## src/core/isc_pkg.sv

```systemverilog
// constants, types and command encodings of the serial configuration port
package isc_pkg;

  localparam int IR_W = 8;
  localparam int DR_W = 26;
  localparam int FIFO_DEPTH = 8;
  localparam int SECTORS = 8;
  localparam int ENABLE_LEN = 2;
  localparam int STATUS_LEN = 8;
  localparam int BYPASS_LEN = 1;
  localparam int DR_DATA_LSB = 0;
  localparam int DR_ADDR_LSB = 8;
  localparam int DR_TGT_LSB = 24;
  localparam int EN_OD_BIT = 0;
  localparam int EN_SIDEBAND_BIT = 1;
  localparam logic [IR_W-1:0] IR_CAPTURE = 8'h01;
  localparam logic [7:0] BLANK_BYTE = 8'hFF;

  // controller states with the customary four-bit codes
  typedef enum logic [3:0] {
    TAP_EXIT2_DR = 4'h0,
    TAP_EXIT1_DR = 4'h1,
    TAP_SHIFT_DR = 4'h2,
    TAP_PAUSE_DR = 4'h3,
    TAP_SELECT_IR = 4'h4,
    TAP_UPDATE_DR = 4'h5,
    TAP_CAPTURE_DR = 4'h6,
    TAP_SELECT_DR = 4'h7,
    TAP_EXIT2_IR = 4'h8,
    TAP_EXIT1_IR = 4'h9,
    TAP_SHIFT_IR = 4'hA,
    TAP_PAUSE_IR = 4'hB,
    TAP_IDLE = 4'hC,
    TAP_UPDATE_IR = 4'hD,
    TAP_CAPTURE_IR = 4'hE,
    TAP_RESET = 4'hF
  } tap_e;

  // instruction codes; anything else behaves as bypass
  typedef enum logic [IR_W-1:0] {
    INS_ENABLE = 8'h0C,
    INS_DISABLE = 8'h0F,
    INS_PROGRAM = 8'h11,
    INS_ERASE = 8'h12,
    INS_CHIP_ERASE = 8'h13,
    INS_READ = 8'h14,
    INS_CLEAR = 8'h15,
    INS_STATUS = 8'h16,
    INS_BYPASS = 8'hFF
  } ins_e;

  typedef enum logic [1:0] {
    OP_PROGRAM = 2'h0,
    OP_ERASE = 2'h1,
    OP_CHIP_ERASE = 2'h2
  } mem_op_e;

  typedef enum logic [1:0] {
    TGT_PRIMARY = 2'h0,
    TGT_SECONDARY = 2'h1,
    TGT_LOGIC = 2'h2,
    TGT_CONFIG = 2'h3
  } target_e;

  // one queued operation for the memory and logic module
  typedef struct packed {
    mem_op_e op;
    target_e target;
    logic [15:0] addr;
    logic [7:0] data;
  } mem_cmd_s;

endpackage : isc_pkg

```

## src/core/isc_port.sv

```systemverilog
// serial configuration port with its command queue
module isc_cmd_fifo #(
  parameter int WIDTH = 28,
  parameter int DEPTH = isc_pkg::FIFO_DEPTH
) (
  // clock and reset
  input wire logic clk,
  input wire logic rst,
  // filling side
  input wire logic in_valid,
  input wire logic [WIDTH-1:0] in_data,
  output logic in_ready,
  // draining side
  output logic out_valid,
  output logic [WIDTH-1:0] out_data,
  input wire logic out_ready
);

  localparam int AW = $clog2(DEPTH);

  // refuse depths the pointer wrap cannot serve
  if (DEPTH < 2 || (1 << AW) != DEPTH) begin : g_bad_depth
    $error("fifo depth must be a power of two of at least 2");
  end

  typedef struct packed {
    logic [DEPTH-1:0][WIDTH-1:0] mem;
    logic [AW-1:0] wp;
    logic [AW-1:0] rp;
    logic [AW:0] cnt;
  } fifo_s;

  fifo_s s;
  fifo_s next_s;
  logic push;
  logic pop;

  // honest full and empty from the fill count
  assign in_ready = s.cnt != (AW+1)'(DEPTH);
  assign out_valid = s.cnt != '0;
  assign out_data = s.mem[s.rp];
  assign push = in_valid && in_ready;
  assign pop = out_valid && out_ready;

  // pointer and storage update
  always_comb begin
    next_s = s;
    if (push) begin
      next_s.mem[s.wp] = in_data;
      next_s.wp = s.wp + 1'b1;
    end
    if (pop) begin
      next_s.rp = s.rp + 1'b1;
    end
    next_s.cnt = s.cnt + (AW+1)'(push) - (AW+1)'(pop);
  end

  // state register
  always_ff @(posedge clk or posedge rst) begin
    if (rst) begin
      s <= '0;
    end else begin
      s <= next_s;
    end
  end

endmodule : isc_cmd_fifo

module isc_port #(
  parameter int FIFO_DEPTH = isc_pkg::FIFO_DEPTH,
  parameter int SECTORS = isc_pkg::SECTORS
) (
  // clock and reset
  input wire logic clk,
  input wire logic rst,
  // serial test pins on port C: mode 0, clock 1, data in 5, data out 6
  input wire logic tms_pin,
  input wire logic tck_pin,
  input wire logic tdi_pin,
  output logic tdo_pin,
  output logic tdo_oe_n,
  // sideband pins on port C bits 3 and 4
  output logic sideband_busy_status_out,
  output logic sideband_busy_status_oe_n,
  output logic sideband_error_flag_out,
  output logic sideband_error_flag_oe_n,
  // chip reset and configuration
  input wire logic chip_reset_pin,
  input wire logic device_blank,
  input wire logic keep_jtag_pins,
  input wire logic security_bit,
  input wire logic [SECTORS-1:0] primary_protect,
  input wire logic [SECTORS-1:0] secondary_protect,
  output logic jtag_pin_select,
  output logic isc_active,
  output logic secured,
  // memory_logic_module command stream
  output isc_pkg::mem_cmd_s mem_cmd,
  output logic mem_cmd_valid,
  input wire logic mem_cmd_ready,
  // memory_logic_module status and read path
  input wire logic mem_busy,
  input wire logic mem_fail,
  input wire logic [7:0] mem_rdata,
  output logic [15:0] mem_read_addr,
  output isc_pkg::target_e mem_read_target
);

  localparam int SW = $clog2(SECTORS);

  if (SECTORS < 2 || SECTORS > 256) begin : g_bad_sectors
    $error("sector count out of range");
  end

  typedef struct packed {
    logic [1:0] tck_sync;
    logic [1:0] tms_sync;
    logic [1:0] tdi_sync;
    logic [1:0] crst_sync;
    logic tck_prev;
    logic crst_prev;
    isc_pkg::tap_e tap;
    logic [isc_pkg::IR_W-1:0] ir_shift;
    isc_pkg::ins_e ir;
    logic [isc_pkg::DR_W-1:0] dr;
    logic active;
    logic sideband_en;
    logic open_drain;
    logic disable_seen;
    logic error;
    logic refused;
    logic secured;
    logic strap_done;
    logic push;
    isc_pkg::mem_cmd_s push_cmd;
    logic [15:0] read_addr;
    isc_pkg::target_e read_tgt;
    logic tdo;
    logic tdo_oe_n;
    logic busy_o;
    logic busy_oe_n;
    logic err_o;
    logic err_oe_n;
    logic pin_sel;
  } port_s;

  port_s s;
  port_s next_s;
  logic fifo_ready;
  logic fifo_valid;

  // next controller state from mode select
  function automatic isc_pkg::tap_e tap_step(isc_pkg::tap_e t, logic tms);
    case (t)
      isc_pkg::TAP_RESET: tap_step = tms ? isc_pkg::TAP_RESET : isc_pkg::TAP_IDLE;
      isc_pkg::TAP_IDLE: tap_step = tms ? isc_pkg::TAP_SELECT_DR : isc_pkg::TAP_IDLE;
      isc_pkg::TAP_SELECT_DR: tap_step = tms ? isc_pkg::TAP_SELECT_IR : isc_pkg::TAP_CAPTURE_DR;
      isc_pkg::TAP_CAPTURE_DR: tap_step = tms ? isc_pkg::TAP_EXIT1_DR : isc_pkg::TAP_SHIFT_DR;
      isc_pkg::TAP_SHIFT_DR: tap_step = tms ? isc_pkg::TAP_EXIT1_DR : isc_pkg::TAP_SHIFT_DR;
      isc_pkg::TAP_EXIT1_DR: tap_step = tms ? isc_pkg::TAP_UPDATE_DR : isc_pkg::TAP_PAUSE_DR;
      isc_pkg::TAP_PAUSE_DR: tap_step = tms ? isc_pkg::TAP_EXIT2_DR : isc_pkg::TAP_PAUSE_DR;
      isc_pkg::TAP_EXIT2_DR: tap_step = tms ? isc_pkg::TAP_UPDATE_DR : isc_pkg::TAP_SHIFT_DR;
      isc_pkg::TAP_UPDATE_DR: tap_step = tms ? isc_pkg::TAP_SELECT_DR : isc_pkg::TAP_IDLE;
      isc_pkg::TAP_SELECT_IR: tap_step = tms ? isc_pkg::TAP_RESET : isc_pkg::TAP_CAPTURE_IR;
      isc_pkg::TAP_CAPTURE_IR: tap_step = tms ? isc_pkg::TAP_EXIT1_IR : isc_pkg::TAP_SHIFT_IR;
      isc_pkg::TAP_SHIFT_IR: tap_step = tms ? isc_pkg::TAP_EXIT1_IR : isc_pkg::TAP_SHIFT_IR;
      isc_pkg::TAP_EXIT1_IR: tap_step = tms ? isc_pkg::TAP_UPDATE_IR : isc_pkg::TAP_PAUSE_IR;
      isc_pkg::TAP_PAUSE_IR: tap_step = tms ? isc_pkg::TAP_EXIT2_IR : isc_pkg::TAP_PAUSE_IR;
      isc_pkg::TAP_EXIT2_IR: tap_step = tms ? isc_pkg::TAP_UPDATE_IR : isc_pkg::TAP_SHIFT_IR;
      isc_pkg::TAP_UPDATE_IR: tap_step = tms ? isc_pkg::TAP_SELECT_DR : isc_pkg::TAP_IDLE;
      default: tap_step = isc_pkg::TAP_RESET;
    endcase
  endfunction : tap_step

  // data register length selected by the instruction
  function automatic int dr_len(isc_pkg::ins_e i);
    case (i)
      isc_pkg::INS_ENABLE: dr_len = isc_pkg::ENABLE_LEN;
      isc_pkg::INS_STATUS: dr_len = isc_pkg::STATUS_LEN;
      isc_pkg::INS_PROGRAM, isc_pkg::INS_ERASE, isc_pkg::INS_CHIP_ERASE,
      isc_pkg::INS_READ: dr_len = isc_pkg::DR_W;
      default: dr_len = isc_pkg::BYPASS_LEN;
    endcase
  endfunction : dr_len

  // memory commands carry target, address and data in one scan
  function automatic logic is_mem_op(isc_pkg::ins_e i);
    is_mem_op = i == isc_pkg::INS_PROGRAM || i == isc_pkg::INS_ERASE
             || i == isc_pkg::INS_CHIP_ERASE;
  endfunction : is_mem_op

  isc_cmd_fifo #(
    .WIDTH($bits(isc_pkg::mem_cmd_s)),
    .DEPTH(FIFO_DEPTH)
  ) u_fifo (
    .clk(clk),
    .rst(rst),
    .in_valid(s.push),
    .in_data(s.push_cmd),
    .in_ready(fifo_ready),
    .out_valid(fifo_valid),
    .out_data(mem_cmd),
    .out_ready(mem_cmd_ready)
  );

  assign mem_cmd_valid = fifo_valid;

  // whole port behaviour, stepped on sampled clock edges
  always_comb begin
    logic rise;
    logic fall;
    logic tms;
    logic tdi;
    logic ready;
    logic crst_release;
    logic protect;
    logic [SW-1:0] sector;
    isc_pkg::target_e tgt;
    int len;
    rise = 1'b0;
    fall = 1'b0;
    tms = 1'b0;
    tdi = 1'b0;
    ready = 1'b0;
    crst_release = 1'b0;
    protect = 1'b0;
    sector = '0;
    tgt = isc_pkg::TGT_PRIMARY;
    len = 0;
    next_s = s;

    // two-stage synchronisers on every pin input
    next_s.tck_sync = {s.tck_sync[0], tck_pin};
    next_s.tms_sync = {s.tms_sync[0], tms_pin};
    next_s.tdi_sync = {s.tdi_sync[0], tdi_pin};
    next_s.crst_sync = {s.crst_sync[0], chip_reset_pin};
    next_s.tck_prev = s.tck_sync[1];
    next_s.crst_prev = s.crst_sync[1];
    rise = s.tck_sync[1] && !s.tck_prev;
    fall = !s.tck_sync[1] && s.tck_prev;
    tms = s.tms_sync[1];
    tdi = s.tdi_sync[1];
    crst_release = s.crst_prev && !s.crst_sync[1];

    // secured state caught from the strap after reset release
    if (!s.strap_done) begin
      next_s.strap_done = 1'b1;
      next_s.secured = security_bit;
    end

    // queued command waits until the queue has room
    if (s.push && fifo_ready) begin
      next_s.push = 1'b0;
    end

    // a chip reset after disable also clears the error
    if (crst_release && s.disable_seen) begin
      next_s.error = 1'b0;
      next_s.disable_seen = 1'b0;
    end

    if (rise) begin
      len = dr_len(s.ir);
      case (s.tap)
        isc_pkg::TAP_RESET: begin
          next_s.ir = isc_pkg::INS_BYPASS;
        end
        isc_pkg::TAP_CAPTURE_IR: begin
          next_s.ir_shift = isc_pkg::IR_CAPTURE;
        end
        isc_pkg::TAP_SHIFT_IR: begin
          next_s.ir_shift = {tdi, s.ir_shift[isc_pkg::IR_W-1:1]};
        end
        isc_pkg::TAP_UPDATE_IR: begin
          // unknown codes, boundary scan ones included, fall to bypass
          case (s.ir_shift)
            isc_pkg::INS_ENABLE, isc_pkg::INS_DISABLE, isc_pkg::INS_PROGRAM,
            isc_pkg::INS_ERASE, isc_pkg::INS_CHIP_ERASE, isc_pkg::INS_READ,
            isc_pkg::INS_CLEAR, isc_pkg::INS_STATUS:
              next_s.ir = isc_pkg::ins_e'(s.ir_shift);
            default: next_s.ir = isc_pkg::INS_BYPASS;
          endcase
          if (s.ir_shift == isc_pkg::INS_CLEAR) begin
            next_s.error = 1'b0;
            next_s.refused = 1'b0;
          end
          if (s.ir_shift == isc_pkg::INS_DISABLE) begin
            next_s.active = 1'b0;
            next_s.sideband_en = 1'b0;
            next_s.disable_seen = 1'b1;
          end
        end
        isc_pkg::TAP_CAPTURE_DR: begin
          ready = !mem_busy && !fifo_valid && !s.push;
          if (s.ir == isc_pkg::INS_STATUS) begin
            next_s.dr = isc_pkg::DR_W'({3'h0, s.refused, !fifo_ready, s.secured,
                                        s.error, ready});
          end else if (s.ir == isc_pkg::INS_READ) begin
            if (s.secured) begin
              next_s.dr[isc_pkg::DR_DATA_LSB +: 8] = 8'h00;
            end else if (device_blank) begin
              next_s.dr[isc_pkg::DR_DATA_LSB +: 8] = isc_pkg::BLANK_BYTE;
            end else begin
              next_s.dr[isc_pkg::DR_DATA_LSB +: 8] = mem_rdata;
            end
          end else if (len == isc_pkg::BYPASS_LEN) begin
            next_s.dr[0] = 1'b0;
          end
        end
        isc_pkg::TAP_SHIFT_DR: begin
          next_s.dr = s.dr >> 1;
          next_s.dr[len-1] = tdi;
        end
        isc_pkg::TAP_UPDATE_DR: begin
          tgt = isc_pkg::target_e'(s.dr[isc_pkg::DR_TGT_LSB +: 2]);
          sector = s.dr[isc_pkg::DR_ADDR_LSB +: SW];
          protect = (tgt == isc_pkg::TGT_PRIMARY && primary_protect[sector])
                 || (tgt == isc_pkg::TGT_SECONDARY && secondary_protect[sector]);
          if (s.ir == isc_pkg::INS_ENABLE) begin
            next_s.active = 1'b1;
            next_s.sideband_en = s.dr[isc_pkg::EN_SIDEBAND_BIT];
            next_s.open_drain = s.dr[isc_pkg::EN_OD_BIT];
            next_s.disable_seen = 1'b0;
          end else if (s.ir == isc_pkg::INS_READ && s.active) begin
            next_s.read_addr = s.dr[isc_pkg::DR_ADDR_LSB +: 16];
            next_s.read_tgt = tgt;
          end else if (is_mem_op(s.ir) && s.active) begin
            if (s.push
                || (s.secured && s.ir != isc_pkg::INS_CHIP_ERASE)
                || (s.ir == isc_pkg::INS_ERASE && protect)) begin
              next_s.refused = 1'b1;
            end else begin
              next_s.push = 1'b1;
              next_s.push_cmd.target = tgt;
              next_s.push_cmd.addr = s.dr[isc_pkg::DR_ADDR_LSB +: 16];
              next_s.push_cmd.data = s.dr[isc_pkg::DR_DATA_LSB +: 8];
              case (s.ir)
                isc_pkg::INS_ERASE: next_s.push_cmd.op = isc_pkg::OP_ERASE;
                isc_pkg::INS_CHIP_ERASE: begin
                  next_s.push_cmd.op = isc_pkg::OP_CHIP_ERASE;
                  next_s.secured = 1'b0;
                end
                default: next_s.push_cmd.op = isc_pkg::OP_PROGRAM;
              endcase
            end
          end
        end
        default: begin
        end
      endcase
      next_s.tap = tap_step(s.tap, tms);
    end

    // serial data out changes on the falling clock edge
    if (fall) begin
      next_s.tdo = s.tap == isc_pkg::TAP_SHIFT_IR ? s.ir_shift[0] : s.dr[0];
    end
    next_s.tdo_oe_n = !s.active;

    // failed erase or program latches the error; set beats clear
    if (mem_fail) begin
      next_s.error = 1'b1;
    end

    // sideband pins, push-pull or open-drain, idle until enabled
    ready = !mem_busy && !fifo_valid && !s.push;
    if (!s.sideband_en) begin
      next_s.busy_o = 1'b1;
      next_s.busy_oe_n = 1'b1;
      next_s.err_o = 1'b1;
      next_s.err_oe_n = 1'b1;
    end else if (s.open_drain) begin
      next_s.busy_o = 1'b0;
      next_s.busy_oe_n = ready;
      next_s.err_o = 1'b0;
      next_s.err_oe_n = !next_s.error;
    end else begin
      next_s.busy_o = ready;
      next_s.busy_oe_n = 1'b0;
      next_s.err_o = !next_s.error;
      next_s.err_oe_n = 1'b0;
    end

    // blank parts give port C to the test function
    next_s.pin_sel = device_blank || keep_jtag_pins;
  end

  // state register; pins are inputs from reset onward
  always_ff @(posedge clk or posedge rst) begin
    if (rst) begin
      s <= '0;
      s.tap <= isc_pkg::TAP_RESET;
      s.ir <= isc_pkg::INS_BYPASS;
      s.secured <= 1'b1;
      s.tdo_oe_n <= 1'b1;
      s.busy_o <= 1'b1;
      s.busy_oe_n <= 1'b1;
      s.err_o <= 1'b1;
      s.err_oe_n <= 1'b1;
      s.pin_sel <= 1'b1;
    end else begin
      s <= next_s;
    end
  end

  // outputs straight from the state register
  assign tdo_pin = s.tdo;
  assign tdo_oe_n = s.tdo_oe_n;
  assign sideband_busy_status_out = s.busy_o;
  assign sideband_busy_status_oe_n = s.busy_oe_n;
  assign sideband_error_flag_out = s.err_o;
  assign sideband_error_flag_oe_n = s.err_oe_n;
  assign jtag_pin_select = s.pin_sel;
  assign isc_active = s.active;
  assign secured = s.secured;
  assign mem_read_addr = s.read_addr;
  assign mem_read_target = s.read_tgt;

endmodule : isc_port

```

## config.mk

```make
export PLATFORM = sky130hd
export DESIGN_NAME = isc_port
export DESIGN_NICKNAME = d
export VERILOG_FILES = /design/src/core/isc_pkg.sv /design/src/core/isc_port.sv
export SDC_FILE = /design/constraint.sdc
export NUM_CORES = 1
export LEC_CHECK = 0
export ABC_AREA = 1
export BUFFER_PORTS_ARGS = -buffer_cell sky130_fd_sc_hd__buf_2
export CAP_MARGIN = 40
export CORE_ASPECT_RATIO = 0.7
export CORE_MARGIN = 2
export CORE_UTILIZATION = 55
export CTS_CLUSTER_SIZE = 28
export DETAILED_ROUTE_END_ITERATION = 8
export PLACE_DENSITY_LB_ADDON = 0.12
export SKIP_LAST_GASP = 1
export SLEW_MARGIN = 40
export SYNTH_ARGS = -nofsm -noshare
export SYNTH_HDL_FRONTEND = slang
export SYNTH_SLANG_ARGS = --single-unit
```

## constraint.sdc

```tcl
create_clock -name clk -period 25.2 [get_ports clk]
set_input_delay 2.52 -clock clk [delete_from_list [all_inputs] [get_ports clk]]
set_output_delay 2.52 -clock clk [all_outputs]
set_load 0.005 [all_outputs]
```

==> metrics <==
fin cells=2233; Mapped Area=0.0156 mm2; Rel. slew slack=51.2%; share of power burned in the clock network=34.2%; Die Y-Extent=145 um; ANT cells=0; Layout area overhead=10.8%; DP Area=0.0161 mm2; Final HPWL DP=23.1 mm; Synth async-reset ratio=100%; Slew Limit Fails=0; r2r endpoint=u_fifo.s[4]$_DFFE_PP0P_; initial core utilization=56.0%; final worst path period need=6.06 ns; clock tree from TritonCTS=built; Critical Path End Type=output port; Rows=51; crit start category=flop; Hold Crit Depth=0; Yosys warning total=0; total grt overflow=0; worst slew pin tran=0.732 ns; Data arrival, critical path=3.54 ns; fmax=165 MHz; design area=0.0173 mm2; clock buffer depth=3; I/O Buffers=91; Worst R2R Path Depth=3; Clk Latency, worst-skew pair=0.52 ns; clk_skew=0.0161 ns; run status=completed; CTS sink cnt=352; vias in the first global route=11.7k; Final setup viols=0; drt wl/cell=17.1 um; synth cell count leaders=o21ai_0, nand2_1, dfrtp_1, nor2_1, inv_1; Hold Path Origin=next_s[115]$_DFF_PP0_; DP Worst Slack=19.67 ns; largest net degree at the start of global routing=134; Die ar.=0.0298 mm2; Synth Instances=1818; Leak=7.94 nW; final hold violation count=0; Worst Slack Setup Final=19.14 ns; Int Pwr=1.07 mW; overall power=1.61 mW; Hold-fix buffers, CTS=0; most frequent cell after synthesis=o21ai_0; P_sw=531 uW; RSZ-0062 raised after global routing=no; VDD IR max=71.1 uV; PostCTS Resize Cnt=0; # fillers=2439; Yosys cell types=46; worst-path fanout max=65; CTS Buf Count=36; Logic pwr share=25.8%; Max-Cap Viols=0; DR DRC count=0; die width=205 um; Post-CTS Setup Bufs=0; syn_area_per_cell=8.59 um2; GPL Wtd Cong=0.826; global-route wire length before repair=63.5 mm; drt pass-1 iters=5; largest area contributor in the synthesized netlist=dfrtp_1; Core Region=0.0279 mm2; antenna viol nets, final=0; Worst EP required=22.68 ns; htree depth=2; final setup TNS=0 ns; All-Layer GR Usage=26.5%; Yosys reg bits=352; number of flops mapped to enable cells by yosys=0; R2R Path Start=u_fifo.s[4]$_DFFE_PP0P_; Clock Pin Slew Worst Setup and Hold Paths=0.06 ns; Top Ports=92; Initial DRC Count=1086; Pwr Density=92.8 mW/mm2; final net count=1883; layout cells sized above 1=11.7%; switching share of total power=33.1%; top_reg_cell synth=dfrtp_1; Synth top area share=53.3%; register-to-register setup slack=22.58 ns; Hold Path End=s[115]$_DFF_PP0_; sequential area share after synthesis=56.5%; initial antenna violation count=0; WL final=38.2 mm; DR vias/cell=5.60; Vias=12.5k; hold crit path type=reg -> reg; Seq pwr share=40.0%; Placed Instances=2170; kind of critical path=reg -> out; fin crit share=24.1%; Root Buffer=clkbuf_16; largest cells by area after synthesis=dfrtp_1, o21ai_0, nand2_1
-- power groups by stage --
stage               clock network [mW]  registers, mW  logic [mW]
finish                           0.549          0.642       0.415
global placement                     0          0.650       0.407
floorplan                            0          0.623       0.306
detailed placement                   0          0.651       0.413
CTS                              0.558          0.641       0.415
global route                     0.581          0.646       0.470
-- worst max-delay path by stage --
stage	from	end	depth (start not counted)
5_1_grt	u_fifo.s[4]$_DFFE_PP0P_	mem_cmd[4]	7
4_1_cts	u_fifo.s[4]$_DFFE_PP0P_	mem_cmd[4]	7
3_3_place_gp	u_fifo.s[4]$_DFFE_PP0P_	mem_cmd[4]	7
6_report	u_fifo.s[4]$_DFFE_PP0P_	mem_cmd[4]	7
3_5_place_dp	u_fifo.s[4]$_DFFE_PP0P_	mem_cmd[4]	7
2_1_floorplan	rst	isc_active$_DFFE_PP0P_	1
-- logic make-up after synthesis --
kind of cell	synth area share, %
buffers and inverters	6.57
AND/OR/NAND/NOR	18.5
AO/OA/AOI/OAI	17.2
XOR/XNOR	0.336
adder cells (fa/ha/maj)	0.849
flip-flops	56.5
other	0.0240
-- critical path, cell delays in order (launching register included) --
cell,delay [ns]
dfrtp_4,0.88
clkinv_2,0.75
buf_4,0.57
o21ai_0,0.23
o22ai_1,0.09
nor2_1,0.10
a31oi_1,0.11
buf_2,0.22
-- state kept, by name (all words and copies together) (netlist names) --
register                   cells
isc_active                     1
jtag_pin_select                1
mem_read_addr                 16
mem_read_target                2
next_s                         6
s                             85
secured                        1
sideband_busy_status_oe_n      1
sideband_busy_status_out       1
sideband_error_flag_oe_n       1
sideband_error_flag_out        1
tdo_oe_n                       1
tdo_pin                        1
u_fifo.s                     234
-- final cells by class --
| class | count | area (um2) | share of cell area [%] |
|---|---|---|---|
| inverters | 107 | 418 | 2.41 |
| clock inverters | 9 | 123 | 0.709 |
| clock buffers | 54 | 1090 | 6.30 |
| repair buffers | 108 | 594 | 3.43 |
| well taps | 371 | 464 | 2.68 |
| flip-flops and latches | 352 | 8840 | 51.1 |
| multi-input cells | 1232 | 5780 | 33.4 |
-- cell usage in the layout (no fill, tap or decap), drive strengths merged, types with 3 or more instances in the layout --
master / instances
inv: 105
a31oi: 35
o21ai: 380
nor2: 250
a21oi: 20
nand2: 376
nor3: 8
xor2: 4
dfstp: 19
clkinv: 7
bufinv: 3
clkbuf: 54
nand3: 54
nand4: 16
dfrtp: 333
and2: 3
conb: 3
ha: 9
o22ai: 54
buf: 108
-- per-layer routing --
layer  wire, um  vias up  GRT usage (%)
met5          0        -              0
met4        550        0           5.83
met3       2620       42           4.94
met2      16200      365           37.6
met1      18800     6061           42.4
li1           -     6031              -
-- through the flow --
stage	hold WS [ns]	utilization [%]
3_3_place_gp	0.333	57.6
5_1_grt	0.345	62.1
3_5_place_dp	0.339	57.7
6_report	0.349	62.1
2_1_floorplan	0.331	-
4_1_cts	0.347	62.0
No activity file was read; power rests on OpenSTA's default activity.
